<file path="src/design/ccr_consts.vh">
/*
 * Constants for the calibration table check and restore sequencer.
 * Assumes a table of 99 sixteen-bit words, slot 99 being the checksum.
 */
`ifndef CCR_CONSTS_VH
`define CCR_CONSTS_VH
// First and last data slot summed into the checksum
`define CCR_FIRST_SLOT 7'h01
`define CCR_LAST_SLOT 7'h62
// Slot that holds the stored checksum
`define CCR_SUM_SLOT 7'h63
// Word width of a constant
`define CCR_WORD_W 16
// Half flash period of the calibration lamp, in milliseconds
`define CCR_FLASH_MS 250
// Clock rate in kHz, used to derive cycle counts
`define CCR_CLK_KHZ 40000
// Cycles per half flash period (250 ms at 40 MHz)
`define CCR_FLASH_CYC (`CCR_FLASH_MS * `CCR_CLK_KHZ)
`endif

</file>
<file path="src/design/ccr_loader.v">
/*
 * Calibration constant checksum and restore sequencer.
 * Holds the working copy in flip-flops; reads the protected and default
 * copies through simple one-cycle read ports, writes the protected copy
 * through a write port with a done/fail answer. All inputs but nrst_i are synchronous.
 */
//Contract
//RQ1 - Keep working, protected and default tables
//RQ2 - Normal reads come from working copy only
//RQ3 - Preset sums 1..98, complements, compares slot 99
//RQ4 - Match leaves working copy, no fault
//RQ5 - Mismatch copies protected, then rechecks
//RQ6 - Second pass reports backup restored message
//RQ7 - Second fail loads defaults, lamp, message
//RQ8 - Defaulting never writes the protected copy
//RQ9 - Diagnostics request shows diagnostics, lamp flashes
//RQ10 - Any constant write recomputes stored checksum
//RQ11 - Update during fault clears fault at preset
//RQ12 - Transfer recomputes checksum, then writes protected copy
//RQ13 - Failed protected write reports storage failure
//RQ14 - Sum is 16-bit modulo, carries dropped
`timescale 1ns/1ps
`include "ccr_consts.vh"
module ccr_loader #(
	parameter FLASH_CYC = `CCR_FLASH_CYC
) (
	input wire clock_i,
	input wire nrst_i,
	input wire full_reinit_key_i, // Pulse: instrument preset
	input wire diag_req_i, // Pulse: show fault diagnostics
	input wire store_req_i, // Pulse: working to protected transfer
	input wire recall_req_i, // Pulse: protected to working transfer
	input wire [6:0] rd_addr_i, // Normal read slot
	output reg [15:0] rd_data_o, // Normal read data, working copy
	input wire wr_en_i, // Pulse: user writes one constant
	input wire [6:0] wr_addr_i,
	input wire [15:0] wr_data_i,
	output reg [6:0] prot_addr_o, // Protected store address
	input wire [15:0] prot_data_i, // Protected read data, next cycle
	output reg prot_wr_o, // Protected write strobe
	output reg [15:0] prot_wdata_o,
	input wire prot_done_i, // Protected write accepted
	input wire prot_fail_i, // Protected write failed
	output reg [6:0] dflt_addr_o, // Default store address
	input wire [15:0] dflt_data_i, // Default read data, next cycle
	output reg busy_o, // Sequencer active
	output reg fault_lamp_o, // Front-panel fault lamp
	output reg cal_lamp_o, // Calibration lamp, flashes in diagnostics
	output reg diag_show_o, // Entry display shows diagnostics
	output reg backup_restored_message_o, // Level until next preset
	output reg defaults_loaded_message_o, // Level until next preset
	output reg store_fail_message_o // Level until next store request
);
	// State codes
	localparam S_IDLE = 4'h0;
	localparam S_SUM = 4'h1;
	localparam S_CMP = 4'h2;
	localparam S_PCPY = 4'h3;
	localparam S_DCPY = 4'h4;
	localparam S_WSUM = 4'h5;
	localparam S_PWR = 4'h6;
	localparam S_PWAIT = 4'h7;
	localparam S_RCPY = 4'h8;
	localparam CW = 24;
	// Working table, slot 0 unused (see RQ1)
	reg [15:0] table_reg [0:127];
	reg [3:0] state_reg;
	reg [6:0] idx_reg; // Slot being walked
	reg [15:0] acc_reg; // Running sum
	reg second_reg; // Checking after a protected copy
	reg rd_pend_reg; // Store read issued last cycle
	reg edited_reg; // Constant changed while in fault
	reg xfer_reg; // Checksum walk ends in a protected write, not a plain edit
	reg [CW-1:0] flash_cnt_reg;
	reg flash_reg;
	// Default copy source: only when the second check failed (see RQ7)
	wire use_dflt = (state_reg == S_DCPY);
	wire [15:0] src_word = use_dflt ? dflt_data_i : prot_data_i;
	wire [15:0] sum_cmp = ~acc_reg; // Complemented sum (see RQ3)

	// Normal reads come from the working table only (see RQ2)
	always @(posedge clock_i or negedge nrst_i) begin
		if (!nrst_i) begin
			rd_data_o <= 16'h0000;
		end else begin
			rd_data_o <= table_reg[rd_addr_i];
		end
	end

	// Flash divider, runs while diagnostics show; lamp toggles each half period
	always @(posedge clock_i or negedge nrst_i) begin
		if (!nrst_i) begin
			flash_cnt_reg <= {CW{1'b0}};
			flash_reg <= 1'b0;
		end else if (!diag_show_o) begin
			flash_cnt_reg <= {CW{1'b0}};
			flash_reg <= 1'b0;
		end else if (flash_cnt_reg == FLASH_CYC[CW-1:0] - 24'h00_0001) begin
			flash_cnt_reg <= {CW{1'b0}};
			flash_reg <= ~flash_reg;
		end else begin
			flash_cnt_reg <= flash_cnt_reg + 24'h00_0001;
		end
	end

	// Sequencer; user writes are taken only while idle to keep the table stable
	always @(posedge clock_i or negedge nrst_i) begin
		if (!nrst_i) begin
			state_reg <= S_IDLE;
			idx_reg <= 7'h00;
			acc_reg <= 16'h0000;
			second_reg <= 1'b0;
			rd_pend_reg <= 1'b0;
			edited_reg <= 1'b0;
			xfer_reg <= 1'b0;
			busy_o <= 1'b0;
			fault_lamp_o <= 1'b0;
			cal_lamp_o <= 1'b0;
			diag_show_o <= 1'b0;
			backup_restored_message_o <= 1'b0;
			defaults_loaded_message_o <= 1'b0;
			store_fail_message_o <= 1'b0;
			prot_addr_o <= 7'h00;
			prot_wr_o <= 1'b0;
			prot_wdata_o <= 16'h0000;
			dflt_addr_o <= 7'h00;
		end else begin
			prot_wr_o <= 1'b0;
			// Lamp: steady with fault, flashing under diagnostics (see RQ9)
			cal_lamp_o <= fault_lamp_o & (diag_show_o ? flash_reg : 1'b1);
			case (state_reg)
				S_IDLE: begin
					busy_o <= 1'b0;
					if (diag_req_i && fault_lamp_o) begin
						diag_show_o <= 1'b1; // see RQ9
					end
					if (full_reinit_key_i) begin
						// Preset starts a fresh check (see RQ3)
						state_reg <= S_SUM;
						idx_reg <= `CCR_FIRST_SLOT;
						acc_reg <= 16'h0000;
						second_reg <= 1'b0;
						busy_o <= 1'b1;
						diag_show_o <= 1'b0;
						backup_restored_message_o <= 1'b0;
						defaults_loaded_message_o <= 1'b0;
					end else if (store_req_i) begin
						// Transfer first refreshes checksum (see RQ12)
						state_reg <= S_WSUM;
						idx_reg <= `CCR_FIRST_SLOT;
						acc_reg <= 16'h0000;
						busy_o <= 1'b1;
						store_fail_message_o <= 1'b0;
						xfer_reg <= 1'b1; // see RQ12
					end else if (recall_req_i) begin
						state_reg <= S_RCPY;
						idx_reg <= `CCR_FIRST_SLOT;
						prot_addr_o <= `CCR_FIRST_SLOT;
						rd_pend_reg <= 1'b0;
						busy_o <= 1'b1;
					end else if (wr_en_i && wr_addr_i >= `CCR_FIRST_SLOT
						&& wr_addr_i <= `CCR_LAST_SLOT) begin
						// Store the word, then recompute checksum (see RQ10)
						xfer_reg <= 1'b0;
						state_reg <= S_WSUM;
						idx_reg <= `CCR_FIRST_SLOT;
						acc_reg <= 16'h0000;
						busy_o <= 1'b1;
						if (fault_lamp_o) begin
							edited_reg <= 1'b1; // see RQ11
						end
					end
				end
				S_SUM, S_WSUM: begin
					// 16-bit wrap, carries dropped (see RQ14)
					acc_reg <= acc_reg + table_reg[idx_reg];
					if (idx_reg == `CCR_LAST_SLOT) begin
						if (state_reg == S_SUM) begin
							state_reg <= S_CMP;
						end else if (xfer_reg) begin
							// Only a transfer may reach the protected copy (see RQ12)
							state_reg <= S_PWR;
						end else begin
							// An edit refreshes the working checksum only
							state_reg <= S_IDLE;
						end
						idx_reg <= `CCR_FIRST_SLOT;
					end else begin
						idx_reg <= idx_reg + 7'h01;
					end
				end
				S_CMP: begin
					if (sum_cmp == table_reg[`CCR_SUM_SLOT] || edited_reg) begin
						// Pass: table untouched (see RQ4); edit clears fault (see RQ11)
						state_reg <= S_IDLE;
						fault_lamp_o <= 1'b0;
						edited_reg <= 1'b0;
						backup_restored_message_o <= second_reg; // see RQ6
					end else if (!second_reg) begin
						state_reg <= S_PCPY; // see RQ5
						prot_addr_o <= `CCR_FIRST_SLOT;
						rd_pend_reg <= 1'b0;
					end else begin
						// Protected store is only read here (see RQ8)
						state_reg <= S_DCPY; // see RQ7
						dflt_addr_o <= `CCR_FIRST_SLOT;
						rd_pend_reg <= 1'b0;
					end
					idx_reg <= `CCR_FIRST_SLOT;
					acc_reg <= 16'h0000;
				end
				S_PCPY, S_DCPY, S_RCPY: begin
					// One-cycle read latency: address leads data by a cycle
					rd_pend_reg <= 1'b1;
					if (prot_addr_o != `CCR_SUM_SLOT || use_dflt) begin
						prot_addr_o <= prot_addr_o + 7'h01;
					end
					if (dflt_addr_o != `CCR_SUM_SLOT || !use_dflt) begin
						dflt_addr_o <= dflt_addr_o + 7'h01;
					end
					if (rd_pend_reg) begin
						idx_reg <= idx_reg + 7'h01;
						if (idx_reg == `CCR_SUM_SLOT) begin
							idx_reg <= `CCR_FIRST_SLOT;
							if (state_reg == S_PCPY) begin
								state_reg <= S_SUM; // Recheck (see RQ5)
								second_reg <= 1'b1;
							end else if (state_reg == S_DCPY) begin
								state_reg <= S_IDLE;
								fault_lamp_o <= 1'b1; // see RQ7
								defaults_loaded_message_o <= 1'b1;
							end else begin
								state_reg <= S_IDLE;
							end
						end
					end
				end
				S_PWR: begin
					// Walk all 99 slots out to the protected store (see RQ12)
					prot_addr_o <= idx_reg;
					prot_wdata_o <= (idx_reg == `CCR_SUM_SLOT) ? sum_cmp : table_reg[idx_reg];
					prot_wr_o <= 1'b1;
					state_reg <= S_PWAIT;
				end
				S_PWAIT: begin
					if (prot_fail_i) begin
						store_fail_message_o <= 1'b1; // see RQ13
						state_reg <= S_IDLE;
					end else if (prot_done_i) begin
						if (idx_reg == `CCR_SUM_SLOT) begin
							state_reg <= S_IDLE;
						end else begin
							idx_reg <= idx_reg + 7'h01;
							state_reg <= S_PWR;
						end
					end
				end
				default: begin
					state_reg <= S_IDLE;
				end
			endcase
		end
	end

	// Working table writes: user edit, copy-in, checksum store (see RQ1)
	always @(posedge clock_i) begin
		if (state_reg == S_IDLE && !full_reinit_key_i && !store_req_i && !recall_req_i
			&& wr_en_i && wr_addr_i >= `CCR_FIRST_SLOT && wr_addr_i <= `CCR_LAST_SLOT) begin
			table_reg[wr_addr_i] <= wr_data_i;
		end else if ((state_reg == S_PCPY || state_reg == S_DCPY || state_reg == S_RCPY)
			&& rd_pend_reg) begin
			table_reg[idx_reg] <= src_word;
		end else if (state_reg == S_WSUM && idx_reg == `CCR_LAST_SLOT) begin
			table_reg[`CCR_SUM_SLOT] <= ~(acc_reg + table_reg[idx_reg]); // see RQ10
		end
	end
endmodule // ccr_loader

</file>
<file path="config.mk">
export PLATFORM = sky130hd
export DESIGN_NAME = ccr_loader
export DESIGN_NICKNAME = d
export VERILOG_FILES = /design/src/design/ccr_loader.v
export VERILOG_INCLUDE_DIRS = /design/src /design/src/design
export SDC_FILE = /design/constraint.sdc
export NUM_CORES = 2
export LEC_CHECK = 0
export ABC_AREA = 1
export BUFFER_PORTS_ARGS = -buffer_cell sky130_fd_sc_hd__buf_2
export CAP_MARGIN = 15
export CORE_MARGIN = 2
export CORE_UTILIZATION = 30
export CTS_BUF_LIST = sky130_fd_sc_hd__clkbuf_16
export CTS_CLUSTER_SIZE = 30
export DETAILED_ROUTE_END_ITERATION = 7
export GPL_TIMING_DRIVEN = 1
export PLACE_DENSITY = 0.43
export SYNTH_ARGS = -nofsm -noshare
export SYNTH_HDL_FRONTEND = slang
export SYNTH_SLANG_ARGS = --single-unit
</file>
<file path="constraint.sdc">
create_clock -name clock_i -period 22.1 [get_ports clock_i]
set_clock_uncertainty 0.1 [all_clocks]
set_input_delay 1.105 -clock clock_i [delete_from_list [all_inputs] [get_ports clock_i]]
set_output_delay 1.105 -clock clock_i [all_outputs]
set_load 0.005 [all_outputs]
</file>
==> impl_metrics.tcl <==
set metrics [dict create \
    place.detailed.hpwl_um 278800 \
    placed_area_mm2 0.1124 \
    drive_above_1_share 0.08970 \
    hold_class "input port to asynchronous set/reset pin" \
    yosys.area_share.simple 0.1739 \
    fillers 35280 \
    fin_cells 15940 \
    wl_per_cell_um 29.99 \
    leakage_nw 40.34 \
    syn-instance-count 11210 \
    worstSkewPairLatency_ps 920 \
    drt_iter0_drc 12920 \
    wirelength_um 477900 \
    cts_inserted_buffers 267 \
    ys_types 61 \
    nNetsFinal 11070 \
    synth_edf_count 2048 \
    clock-root-buffer "clkbuf_16" \
    ctsLongestPathBuffers 4 \
    cp_top_family "buffers and inverters" \
    cts_htree_levels 5 \
    min_period_over_period 0.4132 \
    ys_ff_latch 2158 \
    dieArea_mm2 0.3586 \
    postCtsSetupRepairBufs 0 \
    grt_max_degree 159 \
    violations "design-rule violations" \
    drc 5 \
    cp.arrival_ps 9580 \
    synth_compound_area_frac 0.1730 \
    period_needed_ps 9131 \
    status "finished, violations left" \
    place_inst 15440 \
    path_max_fanout 158 \
    clkSinkCount 2158 \
    synthAdderAreaFrac 0.002546 \
    largest_reg_flops 2048 \
    synth_top_family_by_area "simple AND/OR/NAND/NOR gates" \
    cp-end-kind "register" \
    num_vias 93160 \
    ys_async_sr_fraction 0.05097 \
    antenna_found_initial 25 \
    rows 218 \
    hold_viol 0 \
    grt_usage 0.2563 \
    crit_required_ps 22550 \
    setup_tns_ps 0 \
    start_util 0.3012 \
    cts_tree "done" \
    area_delta_synth_final_pct 13.97 \
    place.gp.congestion 0.8829 \
    ys_warn_count 0 \
    synth-xor-area-share 0.002806 \
    design_area_mm2 0.1210 \
    maxCapViolCount 0 \
    via_per_inst 5.846 \
    finalMaxSlewViolations 0 \
    die_w_um 598.8 \
    netlist_area_mm2 0.1061 \
    die_h_um 598.8 \
    syn-num-nets 11300 \
    io_buffers 124 \
    ios 125 \
    p_per_area_mw_per_mm2 117.8 \
    first_global_vias 86850 \
    setup_viol 0 \
    startpoint_type "register" \
    cp.buffers_inverters 6 \
    avgSynthCellArea_um2 9.468 \
    path_class "register to register" \
    cts_resized 0 \
    yosysSeqAreaShare 0.6053 \
    final_antenna_net_count 0 \
    peakVddDrop_v 0.00009819 \
    grt_pass1_wl_um 662900 \
    worst_pin_slew_ps 1314 \
    synthFlopType "edfxtp_1" \
    crit_path_max_incr_delay_ps 940 \
    clk_pin_slew_ps 60 \
    max_freq_mhz 109.5 \
    rsz0062_at_grt "no" \
    synthMuxAreaShare 0.0001886 \
    cpMaxStageDelayCell "buf_4" \
    hold_buffers 0 \
    gr-total-overflow 0 \
    relSlewSlack 0.1239 \
    firstDrtPassIters 8 \
    crit_path_cell_trace "buf_4 -> buf_4 -> buf_12 -> nor2_1 -> nor2_1 -> o21ai_0 -> o211ai_1 -> nand3_1 -> nand3_1 -> nand3_1 -> nand2_1 -> nand2_1 -> inv_1 -> ha_1 -> nand2_1 -> inv_1 -> a21oi_1 -> o21ai_0 -> a21boi_0 -> o21ai_0 -> or2_2 -> a31oi_4 -> buf_4" \
    coreArea_mm2 0.3524 \
    holdWs_ps 72.43 \
]
-- layer usage --
| metal | up-vias | share of wire | global-route usage |
|---|---|---|---|
| met2 | 5550 | 0.43 | 0.3855 |
| met5 | - | 0.000071 | 0 |
| met4 | 6 | 0.051 | 0.1215 |
| li1 | 39910 | - | - |
| met1 | 46660 | 0.42 | 0.3545 |
| met3 | 1039 | 0.098 | 0.04888 |
-- cell type report --
type | instances | area [um^2] | share of cell area
diodes | 12 | 30.03 | 0.0002482
repair buffers | 412 | 3123 | 0.02582
multi-input cells | 7908 | 38190 | 0.3157
clock inverters | 205 | 1607 | 0.01328
clock buffers | 276 | 6907 | 0.05709
inverters | 234 | 927.1 | 0.007664
flip-flops and latches | 2158 | 64270 | 0.5313
well taps | 4730 | 5918 | 0.04892
-- metrics by stage --
stage / power (mW) / worst slack [ps] / utilization
6_report: 14.25 / 12970 / 0.3433
5_1_grt: 14.77 / 12490 / 0.3432
4_1_cts: 14.22 / 13100 / 0.3431
3_5_place_dp: 9.854 / 13130 / 0.3189
3_3_place_gp: 9.835 / 13150 / 0.3189
2_1_floorplan: 7.766 / 12880 / -
-- worst reg2reg max path, cell delays in order, from the launching register on --
cell	delay, ps
dfrtp_4	870
buf_4	730
buf_4	650
buf_12	660
nor2_1	280
nor2_1	110
o21ai_0	90
o211ai_1	130
nand3_1	160
nand3_1	150
nand3_1	460
nand2_1	530
nand2_1	170
inv_1	80
ha_1	270
nand2_1	90
inv_1	40
a21oi_1	310
o21ai_0	190
a21boi_0	340
o21ai_0	170
or2_2	340
a31oi_4	760
buf_4	940
-- synth_stat cells, types with 6 or more instances --
cell         n  area (um^2)
ha_1        20        250.2
a21boi_0     7        52.55
inv_2       21        78.83
buf_2      124        620.6
o21ai_1      7        35.03
o21ai_0   2026        10140
a31oi_1     22        137.6
dfrtp_1    110         2753
nand2_2     16        100.1
nor2_1    2331         8750
nand4_1     28        175.2
xnor2_1     13        113.9
edfxtp_1  2048        61500
o221ai_1    85        744.5
nand2_1   1274         4782
a21oi_1    239         1196
o22ai_1    719         4498
buf_1       97        364.1
nor2_4       8        90.09
xor2_1      21        183.9
o211ai_1   166         1246
nor3_1      46        230.2
nand3_1    807         4039
inv_1      208        780.8
nor3b_1      6        45.04
clkbuf_1   683         2564
buf_4        6        45.04
-- final timing paths --
kind / from / to / slack [ps] / cells after the start
worst min-delay path: nrst_i / busy_o / 70 / 1
worst min register to register: flash_cnt_reg[0] / flash_cnt_reg[0] / 350 / 1
max in group asynchronous: nrst_i / flash_cnt_reg[20] / 20620 / 3
worst max register to register: idx_reg[0] / table_reg[11][12] / 12970 / 23
min in group clock_i: flash_cnt_reg[0] / flash_cnt_reg[0] / 350 / 1
worst max-delay path: idx_reg[0] / table_reg[11][12] / 12970 / 23
-- layout by cell type, fill, tap and decap left out, drive strengths merged, types with 2 or more instances in the layout --
master	n
a211oi	5
a21boi	7
a21oi	240
a221oi	5
a22o	2
a22oi	5
a31oi	23
a32o	2
buf	412
bufinv	23
clkbuf	276
clkinv	104
clkinvlp	11
dfrtp	110
diode	12
edfxtp	2048
ha	20
inv	301
mux2i	2
nand2	1292
nand3	808
nand3b	2
nand4	28
nor2	2346
nor3	49
nor3b	6
nor4	3
o2111ai	2
o211ai	166
o21a	2
o21ai	2034
o221ai	85
o22ai	719
o311ai	4
o31ai	3
or2	7
xnor2	13
xor2	21
-- cells by family after synthesis --
logic type | after synthesis
buffers and inverters | 1145
AOI/OAI and AO/OA | 3307
DFF | 2158
adders and majority gates | 21
xor gates and xnor gates | 34
and+or+nand+nor | 4544
muxes | 2
-- power breakdown --
part / internal (mW) / leakage, nW / switching [mW]
Combinational: 1.07 / 16.1 / 3.83
Sequential: 4.88 / 19.8 / 0.0991
Clock: 2.53 / 4.35 / 1.83
Power figures use the tool's default switching activity.
